File: src/include/snapshot_pkg.sv
// Constants for the fault snapshot record read-out block
package snapshot_pkg;
  localparam logic [6:0] DEV_ADDR = 7'h60;
  localparam logic [7:0] CMD_EVENT_READ = 8'hD7;
  localparam logic [7:0] CMD_SELECTOR = 8'hD8;
  localparam int REC_BITS = 208;
  localparam logic [4:0] REC_BYTES = 5'h1A;
  localparam int DEPTH = 8;
  localparam logic [3:0] DEPTH_CNT = 4'h8;
  localparam logic [7:0] FILL_BYTE = 8'hFF;
  // Record field positions
  localparam int ID_LSB = 0;
  localparam int VIN_LSB = 16;
  localparam int VOUT_LSB = 32;
  localparam int IOUT_LSB = 48;
  localparam int TEMP_LSB = 64;
  localparam int DUTY_LSB = 80;
  localparam int AVG_OC_BIT = 158;
  localparam int SYNC_BIT = 159;
  localparam int ERR_STATE_LSB = 160;
  localparam int OLD_STATE_LSB = 164;
  localparam int TICKS_HI_LSB = 168;
  localparam int TICKS_LO_LSB = 176;
  typedef enum logic [3:0] {
    CTRL_IDLE = 4'b0000,
    CTRL_TON_WAIT = 4'b0001,
    CTRL_RAMP_UP = 4'b0010,
    CTRL_REGULATING = 4'b0011,
    CTRL_TOFF_WAIT = 4'b0100,
    CTRL_RAMP_DOWN = 4'b0101,
    CTRL_FAULT = 4'b0110
  } ctrl_state_type;
  typedef enum logic [2:0] {
    BUS_IDLE = 3'b000,
    BUS_RX = 3'b001,
    BUS_RACK = 3'b010,
    BUS_TX = 3'b011,
    BUS_TACK = 3'b100
  } bus_state_type;
endpackage

File: src/rtl/fault_snapshot_readout.sv
// Fault snapshot store with management serial bus read-out
// What this block does
// - Selector command reports stored snapshot count and picks the record read.
// - Input voltage sits in record bits 31:16.
// - Output voltage sits in record bits 47:32.
// - Output current sits in record bits 63:48.
// - Duty cycle in percent sits in record bits 95:80.
// - Tick count low part on top, most significant byte below it.
// - Four-bit state from about 4 ms before the fault, fixed encoding.
// - Four-bit state at fault detection, same encoding.
// - Bit 159 sync fault, bit 158 averaged overcurrent fault, 1 = fault.
`timescale 1ns/10ps
module fault_snapshot_readout
  import snapshot_pkg::*;
(
  // Clock and reset
  input wire logic clock,
  input wire logic rstn,
  // Management bus pins
  input wire logic scl_in,
  input wire logic sda_in,
  output logic sda_out,
  output logic sda_oe,
  // Snapshot capture
  input wire logic cap_valid,
  input wire logic [15:0] cap_event_id,
  input wire logic [15:0] cap_vin,
  input wire logic [15:0] cap_vout,
  input wire logic [15:0] cap_iout,
  input wire logic [15:0] cap_temp,
  input wire logic [15:0] cap_duty,
  input wire ctrl_state_type cap_old_state,
  input wire ctrl_state_type cap_err_state,
  input wire logic cap_sync_fault,
  input wire logic cap_avg_oc_fault,
  input wire logic [7:0] cap_ticks_hi,
  input wire logic [31:0] cap_ticks_lo,
  // Status
  output logic [3:0] stored_count
);
  logic [REC_BITS-1:0] otp_mem [DEPTH];
  logic [REC_BITS-1:0] cap_record;
  logic scl_m_reg, scl_s_reg, scl_p_reg;
  logic sda_m_reg, sda_s_reg, sda_p_reg;
  bus_state_type state_reg, state_next;
  logic [2:0] bit_reg, bit_next;
  logic [7:0] shift_reg, shift_next;
  logic is_addr_reg, is_addr_next;
  logic have_cmd_reg, have_cmd_next;
  logic rd_reg, rd_next;
  logic ack_pend_reg, ack_pend_next;
  logic [7:0] cmd_reg, cmd_next;
  logic [4:0] nbyte_reg, nbyte_next;
  logic [2:0] sel_reg, sel_next;
  logic [3:0] count_reg, count_next;
  logic oe_reg, oe_next;
  logic scl_rise, scl_fall, start_cond, stop_cond;
  logic [7:0] rx_byte, tx_byte;

  // Record assembly
  always_comb begin
    cap_record = '0;
    cap_record[ID_LSB +: 16] = cap_event_id;
    cap_record[VIN_LSB +: 16] = cap_vin;
    cap_record[VOUT_LSB +: 16] = cap_vout;
    cap_record[IOUT_LSB +: 16] = cap_iout;
    cap_record[TEMP_LSB +: 16] = cap_temp;
    cap_record[DUTY_LSB +: 16] = cap_duty;
    cap_record[AVG_OC_BIT] = cap_avg_oc_fault;
    cap_record[SYNC_BIT] = cap_sync_fault;
    cap_record[ERR_STATE_LSB +: 4] = cap_err_state;
    cap_record[OLD_STATE_LSB +: 4] = cap_old_state;
    cap_record[TICKS_HI_LSB +: 8] = cap_ticks_hi;
    cap_record[TICKS_LO_LSB +: 32] = cap_ticks_lo;
  end

  // Store: each slot is programmed once, until a reset clears the count and writes restart at slot 0
  always_ff @(posedge clock) begin
    if (cap_valid && count_reg < DEPTH_CNT) begin
      otp_mem[count_reg[2:0]] <= cap_record;
    end
  end

  // Pin synchronisers and edge detection
  always_ff @(posedge clock or negedge rstn) begin
    if (!rstn) begin
      scl_m_reg <= 1'b1;
      scl_s_reg <= 1'b1;
      scl_p_reg <= 1'b1;
      sda_m_reg <= 1'b1;
      sda_s_reg <= 1'b1;
      sda_p_reg <= 1'b1;
    end else begin
      scl_m_reg <= scl_in;
      scl_s_reg <= scl_m_reg;
      scl_p_reg <= scl_s_reg;
      sda_m_reg <= sda_in;
      sda_s_reg <= sda_m_reg;
      sda_p_reg <= sda_s_reg;
    end
  end

  assign scl_rise = scl_s_reg & ~scl_p_reg;
  assign scl_fall = ~scl_s_reg & scl_p_reg;
  assign start_cond = scl_s_reg & scl_p_reg & sda_p_reg & ~sda_s_reg;
  assign stop_cond = scl_s_reg & scl_p_reg & ~sda_p_reg & sda_s_reg;
  assign rx_byte = {shift_reg[6:0], sda_s_reg};

  // Byte to send for the current read position
  always_comb begin
    tx_byte = FILL_BYTE;
    if (cmd_reg == CMD_EVENT_READ) begin
      if (nbyte_reg == 5'h00) begin
        tx_byte = {3'h0, REC_BYTES};
      end else if (nbyte_reg <= REC_BYTES) begin
        tx_byte = otp_mem[sel_reg][(nbyte_reg - 5'h01) * 8 +: 8];
      end
    end else if (cmd_reg == CMD_SELECTOR && nbyte_reg == 5'h00) begin
      tx_byte = {4'h0, count_reg};
    end
  end

  // Bus protocol and register next values
  always_comb begin
    state_next = state_reg;
    bit_next = bit_reg;
    shift_next = shift_reg;
    is_addr_next = is_addr_reg;
    have_cmd_next = have_cmd_reg;
    rd_next = rd_reg;
    ack_pend_next = ack_pend_reg;
    cmd_next = cmd_reg;
    nbyte_next = nbyte_reg;
    sel_next = sel_reg;
    oe_next = oe_reg;
    count_next = count_reg;
    if (cap_valid && count_reg < DEPTH_CNT) begin
      count_next = count_reg + 4'h1;
    end
    if (start_cond) begin
      state_next = BUS_RX;
      bit_next = 3'h0;
      is_addr_next = 1'b1;
      ack_pend_next = 1'b0;
      oe_next = 1'b0;
    end else if (stop_cond) begin
      state_next = BUS_IDLE;
      have_cmd_next = 1'b0;
      oe_next = 1'b0;
    end else begin
      case (state_reg)
        BUS_IDLE: begin
          oe_next = 1'b0;
        end
        BUS_RX: begin
          if (scl_rise && !ack_pend_reg) begin
            shift_next = rx_byte;
            bit_next = bit_reg + 3'h1;
            if (bit_reg == 3'h7) begin
              ack_pend_next = 1'b1;
              if (is_addr_reg) begin
                is_addr_next = 1'b0;
                rd_next = rx_byte[0];
                nbyte_next = 5'h00;
                if (rx_byte[7:1] != DEV_ADDR) begin
                  state_next = BUS_IDLE;
                  ack_pend_next = 1'b0;
                end
              end else if (!have_cmd_reg) begin
                have_cmd_next = 1'b1;
                cmd_next = rx_byte;
              end else if (cmd_reg == CMD_SELECTOR &&
                           rx_byte < {4'h0, count_reg}) begin
                sel_next = rx_byte[2:0];
              end
            end
          end else if (scl_fall && ack_pend_reg) begin
            ack_pend_next = 1'b0;
            oe_next = 1'b1;
            state_next = BUS_RACK;
          end
        end
        BUS_RACK: begin
          if (scl_fall) begin
            bit_next = 3'h0;
            if (rd_reg) begin
              shift_next = tx_byte;
              oe_next = ~tx_byte[7];
              state_next = BUS_TX;
            end else begin
              oe_next = 1'b0;
              state_next = BUS_RX;
            end
          end
        end
        BUS_TX: begin
          if (scl_fall) begin
            bit_next = bit_reg + 3'h1;
            if (bit_reg == 3'h7) begin
              oe_next = 1'b0;
              state_next = BUS_TACK;
            end else begin
              shift_next = {shift_reg[6:0], 1'b0};
              oe_next = ~shift_reg[6];
            end
          end
        end
        BUS_TACK: begin
          if (scl_rise) begin
            if (sda_s_reg) begin
              state_next = BUS_IDLE;
            end else begin
              nbyte_next = (nbyte_reg == 5'h1F) ? nbyte_reg :
                           nbyte_reg + 5'h01;
              state_next = BUS_RACK;
            end
          end
        end
        default: begin
          state_next = BUS_IDLE;
          oe_next = 1'b0;
        end
      endcase
    end
  end

  always_ff @(posedge clock or negedge rstn) begin
    if (!rstn) begin
      state_reg <= BUS_IDLE;
      bit_reg <= 3'h0;
      shift_reg <= 8'h00;
      is_addr_reg <= 1'b0;
      have_cmd_reg <= 1'b0;
      rd_reg <= 1'b0;
      ack_pend_reg <= 1'b0;
      cmd_reg <= 8'h00;
      nbyte_reg <= 5'h00;
      sel_reg <= 3'h0;
      count_reg <= 4'h0;
      oe_reg <= 1'b0;
      sda_out <= 1'b0;
    end else begin
      state_reg <= state_next;
      bit_reg <= bit_next;
      shift_reg <= shift_next;
      is_addr_reg <= is_addr_next;
      have_cmd_reg <= have_cmd_next;
      rd_reg <= rd_next;
      ack_pend_reg <= ack_pend_next;
      cmd_reg <= cmd_next;
      nbyte_reg <= nbyte_next;
      sel_reg <= sel_next;
      count_reg <= count_next;
      oe_reg <= oe_next;
      sda_out <= 1'b0;
    end
  end

  assign sda_oe = oe_reg;
  assign stored_count = count_reg;
endmodule

File: config.mk
export PLATFORM = sky130hd
export DESIGN_NAME = fault_snapshot_readout
export DESIGN_NICKNAME = d
export VERILOG_FILES = /design/src/include/snapshot_pkg.sv /design/src/rtl/fault_snapshot_readout.sv
export SDC_FILE = /design/constraint.sdc
export NUM_CORES = 1
export LEC_CHECK = 0
export BUFFER_PORTS_ARGS = -buffer_cell sky130_fd_sc_hd__buf_2
export CORE_UTILIZATION = 61
export DETAILED_ROUTE_END_ITERATION = 6
export MAX_ROUTING_LAYER = met4
export PLACE_DENSITY = 0.83
export SYNTH_ARGS = -nofsm -noshare
export SYNTH_HDL_FRONTEND = slang
export SYNTH_SLANG_ARGS = --single-unit
File: constraint.sdc
create_clock -name clock -period 13.3 [get_ports clock]
set_input_delay 0.665 -clock clock [delete_from_list [all_inputs] [get_ports clock]]
set_output_delay 0.665 -clock clock [all_outputs]
set_load 0.01 [all_outputs]
==> metrics.log, run 1 <==
INFO  metric largest_fanout_of_any_net_on_the_critical_path = 55
INFO  metric yosys.cell_types.count = 72
INFO  metric detail-route-antenna-nets = 0
INFO  metric synth_top_cell_by_area = sky130_fd_sc_hd__edfxtp_1
INFO  metric htree_levels = 3
INFO  metric ys_dominant_reg_cell = sky130_fd_sc_hd__edfxtp_1
INFO  metric drt_iter0_markers = 3378
INFO  metric gp_routability_congestion = 0.951
INFO  metric fin_worst_skew = 0.0355 ns
INFO  metric worst_setup_hold_path_clk_slew = 0.06 ns
INFO  metric critical_path_class = reg -> reg
INFO  metric post-cts-setup-buffers = 0
INFO  metric slew_headroom = 8.66%
INFO  metric syn_area = 0.0475 mm2
INFO  metric initial_utilization = 62.1%
INFO  metric syn_to_final_growth = 11.7%
INFO  metric synth_common_cells = 1168 x sky130_fd_sc_hd__edfxtp_1, 255 x sky130_fd_sc_hd__mux4_2, 106 x sky130_fd_sc_hd__nand2_1
INFO  metric start_kind = register
INFO  metric clock-sinks = 1212
INFO  metric synth-xor-area-share = 0.185%
INFO  metric ioPinCount = 157
INFO  metric core_region_area = 0.0765 mm2
INFO  metric max_freq = 210 MHz
INFO  metric min_period_over_period = 35.9%
INFO  metric hold_buffers = 0
INFO  metric post-layout-total-power = 0.00750 W
INFO  metric syn-instance-count = 2243
INFO  metric critical_path.endpoint_type = register
INFO  metric critical_path.slowest_cell = sky130_fd_sc_hd__dfrtp_4
INFO  metric synth_area_in_compound_gates = 2.84%
INFO  metric flip_flop_count_of_the_largest_register_all_copies_and_words_added = 1168
INFO  metric worst_pin_slew = 1.37 ns
INFO  metric synthMuxAreaShare = 15.6%
INFO  metric detail_route.drc_violations = 0
INFO  metric final-setup-viol-count = 0
INFO  metric antenna_found_initial = 26
INFO  metric power_density = 141 mW/mm2
INFO  metric post-synth-top-count-cell = sky130_fd_sc_hd__edfxtp_1
INFO  metric design.die.area = 0.0789 mm2
INFO  metric number_of_global_route_vias_before_repair = 24.4k
INFO  metric worst_skew_pair_later_pin_latency = 0.70 ns
INFO  metric yosys.area_share.adder = 0.290%
INFO  metric post-dp-hpwl = 63300 um
INFO  metric synth_top_family_by_area = multiplexers
INFO  metric final_cells = 3591
INFO  metric num_rows = 101
INFO  metric mappedNetlistNets = 2405
INFO  metric cts-root-buf = sky130_fd_sc_hd__clkbuf_16
INFO  metric crit_arrival = 5.33 ns
INFO  metric synth-edff-count = 1168
INFO  metric detail_route.wl_per_cell = 31.8 um
INFO  metric status = finished, final reports clean
INFO  metric report.final.hold_viol_count = 0
INFO  metric die_width = 281 um
INFO  metric worst_ep_required_time = 13.86 ns
INFO  metric synth_sequential_area_ratio = 76.2%
INFO  metric worstHoldPathType = in -> reg
INFO  metric post-place-cells = 3354
INFO  metric crit_chain = buf_4, buf_4, mux4_1, mux4_2, a221o_1, o2111ai_1, o2111ai_1, and2_1, o31a_1
INFO  metric drv.max_cap_violation_count = 0
INFO  metric fin_tns_setup = 0 ns
INFO  metric nets = 2601
INFO  metric synth_async_sr_flop_share = 3.63%
INFO  metric grt_setup_unrepaired = false
INFO  metric first_pass_grt_wire_length = 166000 um
INFO  metric grt-ovfl-total = 0
INFO  metric leading_cell_types_by_total_area_after_synthesis = sky130_fd_sc_hd__edfxtp_1 74%, sky130_fd_sc_hd__mux4_2 12%, sky130_fd_sc_hd__dfrtp_1 2.0%, sky130_fd_sc_hd__mux4_1 1.6%, sky130_fd_sc_hd__mux2i_1 1.6%
INFO  metric synth.ff_latch_count = 1212
INFO  metric timing.final.crit_period = 4.77 ns
INFO  metric post_cts_resize_count = 0
INFO  metric die_y = 281 um
INFO  metric grt_total_usage = 30.5%
INFO  metric whs = 0.118 ns
INFO  metric simple_gate_share_of_the_synthesized_area = 3.30%
INFO  metric routed_wl = 114000 um
INFO  metric power_leakage = 16.7 nW
INFO  metric avgViaCountPerCell = 6.78
INFO  metric tritoncts = built
INFO  metric drtPass1Iterations = 6
INFO  metric post_synth.cell_area_avg = 21.2 um2
INFO  metric tritoncts.num_buffers = 113
INFO  metric post_route_cells_drive_above_1_share = 26.0%
INFO  metric yosysWarningCount = 0
INFO  metric port_buffers = 155
INFO  metric utilization = 69.4%
INFO  metric slowest_delay = 0.88 ns
INFO  metric dr_total_vias = 24.3k
INFO  metric synth_largest_type_area_fraction = 73.9%
INFO  metric maximum_number_of_pins_on_one_net_before_global_route_repair = 140
INFO  metric peak_supply_drop = 0.000111 V
INFO  metric slew_viol_final = 0
INFO  metric cts-root-to-sink-buffers = 3
-- per-stage QoR --
step | worst slack (ns) | instance area [um2]
3_5_place_dp | 8.49 | 49300
3_3_place_gp | 8.49 | 49300
2_1_floorplan | 1.48 | 47500
6_report | 8.53 | 53000
5_1_grt | 8.20 | 53000
4_1_cts | 8.44 | 53000
-- final timing paths --
check,startpoint,to,slack [ns],cells after the start
setup / recovery,sel_reg[0]$_DFFE_PN0P_,shift_reg[6]$_DFFE_PN0P_,8.53,9
hold / removal,scl_in,scl_m_reg$_DFF_PN1_,0.12,1
setup reg to reg,sel_reg[0]$_DFFE_PN0P_,shift_reg[6]$_DFFE_PN0P_,8.53,9
hold reg to reg,sda_m_reg$_DFF_PN1_,sda_s_reg$_DFF_PN1_,0.36,0
max in group asynchronous,rstn,sel_reg[2]$_DFFE_PN0P_,12.23,1
min in group asynchronous,rstn,stored_count[0]$_DFFE_PN0P_,0.21,1
-- where the power goes --
part           total, W  internal, W  leakage (nW)  switching (W)
logic          0.000109    0.0000342          3.82      0.0000751
registers       0.00421      0.00419          11.1      0.0000170
clock network   0.00318      0.00180          1.80        0.00138
-- worst max-delay path: cells and delay by family (launching register included) --
kind	cells	cell delay (ns)
and+or+nand+nor	1	0.23
AOI/OAI and AO/OA	4	0.73
buffers and inverters	2	1.53
muxes	2	1.16
DFF	1	0.88
-- cell usage in the layout, fill, tap and decap left out, drive strengths merged, types with 9 or more instances in the layout --
cell type / netlist / layout
clkinv: 0 / 60
nand4: 26 / 26
o211ai: 10 / 10
a21oi: 28 / 28
dfrtp: 38 / 38
nor2: 43 / 43
o21ai: 39 / 39
a221oi: 10 / 10
nand3: 49 / 49
mux4: 284 / 284
nor2b: 20 / 20
mux2: 14 / 14
buf: 74 / 194
and3: 12 / 12
and2: 10 / 10
ha: 11 / 11
nand2: 106 / 106
a31oi: 9 / 9
inv: 14 / 13
edfxtp: 1168 / 1168
bufinv: 0 / 11
mux2i: 74 / 74
clkbuf: 39 / 137
diode: 0 / 27
nor3: 15 / 15
a22oi: 42 / 42
-- layer usage --
layer | GRT usage, % | wire (um) | part of all wire (%) | vias to the layer above
met1 | 39.4 | 41100 | 36 | 12604
met3 | 7.22 | 12600 | 11 | 247
met5 | - | 0 | 0 | -
met4 | 11.5 | 4270 | 3.7 | 0
met2 | 47.5 | 56400 | 49 | 1628
li1 | - | - | - | 9869
-- cells by family after synthesis --
family                     after synthesis
AOI/OAI and AO/OA                      195
xor gates and xnor gates                10
adders and majority gates               11
buffers and inverters                  127
DFF                                   1212
muxes                                  372
other                                    1
and+or+nand+nor                        315
-- layout make-up --
cell class	instances	area (um2)
Antenna cell	27	67.6
Clock buffer	137	2970
Clock inverter	73	689
Fill cell	4430	23400
Inverter	14	53.8
Multi-Input combinational cell	904	10600
Sequential cell	1212	36200
Tap cell	1030	1290
Timing Repair Buffer	194	1140
Note: power is estimated with default switching activity, not from simulation.
==> run 2, diff against run 1 <==
Clock period 13.3 ns to 4.41 ns, I/O delays scaled along.
==> metrics.log, run 2 (synthesis results as in run 1) <==
INFO  metric fillCellCount = 4274 (-3.5%)
INFO  metric core_region_area = 0.0765 mm2 (unchanged)
INFO  metric report.final.hold_viol_count = 0 (unchanged)
INFO  metric antenna_found_initial = 15 (-42%)
INFO  metric die_width = 281 um (unchanged)
INFO  metric slew_viol_final = 0 (unchanged)
INFO  metric path_delay_family = compound AO/OA/AOI/OAI gates
INFO  metric critical_path.slowest_cell = sky130_fd_sc_hd__a221oi_1
INFO  metric power_density = 411 mW/mm2 (+190%)
INFO  metric crit_arrival = 4.36 ns (-0.97 ns)
INFO  metric worst_setup_hold_path_clk_slew = 0.07 ns (about the same)
INFO  metric post-dp-hpwl = 66200 um (+4.6%)
INFO  metric max_freq = 265 MHz (+27%)
INFO  metric fin_tns_setup = 0 ns (unchanged)
INFO  metric flip_flop_count_of_the_largest_register_all_copies_and_words_added = 1168 (unchanged)
INFO  metric gp_routability_congestion = 0.999 (+5.1%)
INFO  metric largest_fanout_of_any_net_on_the_critical_path = 29 (-47%)
INFO  metric crit_chain = buf_4, buf_12, mux4_2, mux2i_1, nor2_1, a221oi_1, o221ai_1, and3_1
INFO  metric num_rows = 101 (unchanged)
INFO  metric peak_supply_drop = 0.000415 V (+280%)
INFO  metric final_common_cell = sky130_fd_sc_hd__edfxtp_1
INFO  metric worstHoldPathType = in -> reg
INFO  metric htree_levels = 3 (unchanged)
INFO  metric critical_path.endpoint_type = register
INFO  metric slowest_delay = 0.87 ns (about the same)
INFO  metric layout.cells.most_common_list = 1168 x sky130_fd_sc_hd__edfxtp_1, 255 x sky130_fd_sc_hd__mux4_2, 155 x sky130_fd_sc_hd__buf_2
INFO  metric min_period_over_period = 85.5% (+50 points)
INFO  metric grt_total_usage = 31.0% (+0.54 points)
INFO  metric first_pass_grt_wire_length = 170000 um (+2.3%)
INFO  metric final-setup-viol-count = 0 (unchanged)
INFO  metric post-place-cells = 3391 (+1.1%)
INFO  metric final_cells = 3761 (+4.7%)
INFO  metric worst_slack = 0.640 ns (-7.89 ns)
INFO  metric area_of_the_multi_input_gates = 0.0106 mm2 (+0.17%)
INFO  metric post-layout-total-power = 0.0225 W (+200%)
INFO  metric start_kind = register
INFO  metric pre_cts_ws = 0.829 ns (-7.66 ns)
INFO  metric port_buffers = 155 (unchanged)
INFO  metric seq_area = 0.0362 mm2 (about the same)
INFO  metric status = finished, final reports clean
INFO  metric utilization = 71.7% (+2.4 points)
INFO  metric maximum_number_of_pins_on_one_net_before_global_route_repair = 147 (+5.0%)
INFO  metric die_y = 281 um (unchanged)
INFO  metric post_cts_resize_count = 0 (unchanged)
INFO  metric slew_headroom = 26.6% (+18 points)
INFO  metric clock-sinks = 1212 (unchanged)
INFO  metric post_route_cells_drive_above_1_share = 25.1% (-0.86 points)
INFO  metric tritoncts.num_buffers = 112 (-0.88%)
INFO  metric initial_utilization = 62.1% (unchanged)
INFO  metric timing.final.crit_period = 3.77 ns (-1.00 ns)
INFO  metric tritoncts = built
INFO  metric detail-route-antenna-nets = 0 (unchanged)
INFO  metric drt_iter0_markers = 3314 (-1.9%)
INFO  metric routed_wl = 117000 um (+2.3%)
INFO  metric detail_route.drc_violations = 0 (unchanged)
INFO  metric power_leakage = 17.5 nW (+4.7%)
INFO  metric design.die.area = 0.0789 mm2 (unchanged)
INFO  metric r2r_slack = 0.64 ns (-7.89 ns)
INFO  metric critical_path_buf_inv_count = 2 (unchanged)
INFO  metric critical_path_class = reg -> reg
INFO  metric grt_setup_unrepaired = false
INFO  metric ioPinCount = 157 (unchanged)
INFO  metric drtPass1Iterations = 7 (+1)
INFO  metric worst_pin_slew = 1.10 ns (-0.264 ns)
INFO  metric fin_worst_skew = 0.0250 ns (-0.0104 ns)
INFO  metric dr_total_vias = 25.4k (+4.4%)
INFO  metric worst_ep_required_time = 5.00 ns (-8.86 ns)
INFO  metric cts-root-buf = sky130_fd_sc_hd__clkbuf_16
INFO  metric avgViaCountPerCell = 6.76 (-0.34%)
INFO  metric drv.max_cap_violation_count = 0 (unchanged)
INFO  metric grt-ovfl-total = 0 (unchanged)
INFO  metric detail_route.wl_per_cell = 31.1 um (-2.4%)
INFO  metric nets = 2787 (+7.2%)
INFO  metric cts-root-to-sink-buffers = 3 (unchanged)
INFO  metric worst_skew_pair_later_pin_latency = 0.69 ns (about the same)
INFO  metric number_of_global_route_vias_before_repair = 25.6k (+5.1%)
INFO  metric syn_to_final_growth = 15.6%
run 2: cell count changes in the layout (fill, tap and decap cells not counted), moves of 3 or more:
cell,delta
sky130_fd_sc_hd__clkbuf_1,+9
sky130_fd_sc_hd__clkinv_2,-13
sky130_fd_sc_hd__clkbuf_8,+4
sky130_fd_sc_hd__nor3_2,-3
sky130_fd_sc_hd__diode_2,-8
sky130_fd_sc_hd__clkinv_1,-4
sky130_fd_sc_hd__dlygate4sd3_1,+150
sky130_fd_sc_hd__clkinv_4,-3
sky130_fd_sc_hd__bufinv_16,-5
sky130_fd_sc_hd__buf_12,+13
sky130_fd_sc_hd__buf_4,+24
run 2: layout make-up:
class | count | share of cell area [%]
flip-flops and latches | 1212 | 66.0
multi-input cells | 904 | 19.4
repair buffers | 381 | 5.63
clock buffers | 151 | 5.62
well taps | 1030 | 2.35
clock inverters | 50 | 0.821
inverters | 14 | 0.0958
diodes | 19 | 0.0867
run 2: path summary, 6_finish.rpt:
path	to	start	cells after the start
worst max-delay path	shift_reg[1]$_DFFE_PN0P_	sel_reg[0]$_DFFE_PN0P_	8
worst min-delay path	scl_m_reg$_DFF_PN1_	scl_in	2
worst max register to register	shift_reg[1]$_DFFE_PN0P_	sel_reg[0]$_DFFE_PN0P_	8
worst min register to register	sda_s_reg$_DFF_PN1_	sda_m_reg$_DFF_PN1_	0
max in group asynchronous	sel_reg[0]$_DFFE_PN0P_	rstn	3
min in group asynchronous	stored_count[0]$_DFFE_PN0P_	rstn	3
run 2: per-stage QoR:
| step | hold WS (ns) | area [um2] |
|---|---|---|
| 6_report | 0.217 | 54800 |
| 5_1_grt | 0.232 | 54800 |
| 4_1_cts | 0.198 | 54800 |
| 3_5_place_dp | 0.350 | 49800 |
| 3_3_place_gp | 0.348 | 49800 |
| 2_1_floorplan | -0.0751 | 47500 |
run 2: routing by layer:
layer / global-route usage, % / up-vias / wire, um
li1: - / 10208 / -
met1: 40.4 / 13103 / 42200
met2: 49.7 / 1802 / 59000
met3: 5.81 / 300 / 11500
met4: 10.6 / 0 / 4170
met5: - / - / 0
run 2: report_power, final:
part           switching (W)  internal (W)  total (W)  leakage [nW]
sequential         0.0000454        0.0126     0.0127          11.1
clock                0.00416       0.00525    0.00940          1.72
combinational       0.000258      0.000190   0.000449          4.68
total                0.00446        0.0181     0.0225          17.5
run 2: timing repair:
action / CTS / global route
setup buffers: 0 / 0
hold endpoints to repair: 1211 / 0
hold buffers: 150 / 0
setup endpoints to repair: 0 / 0
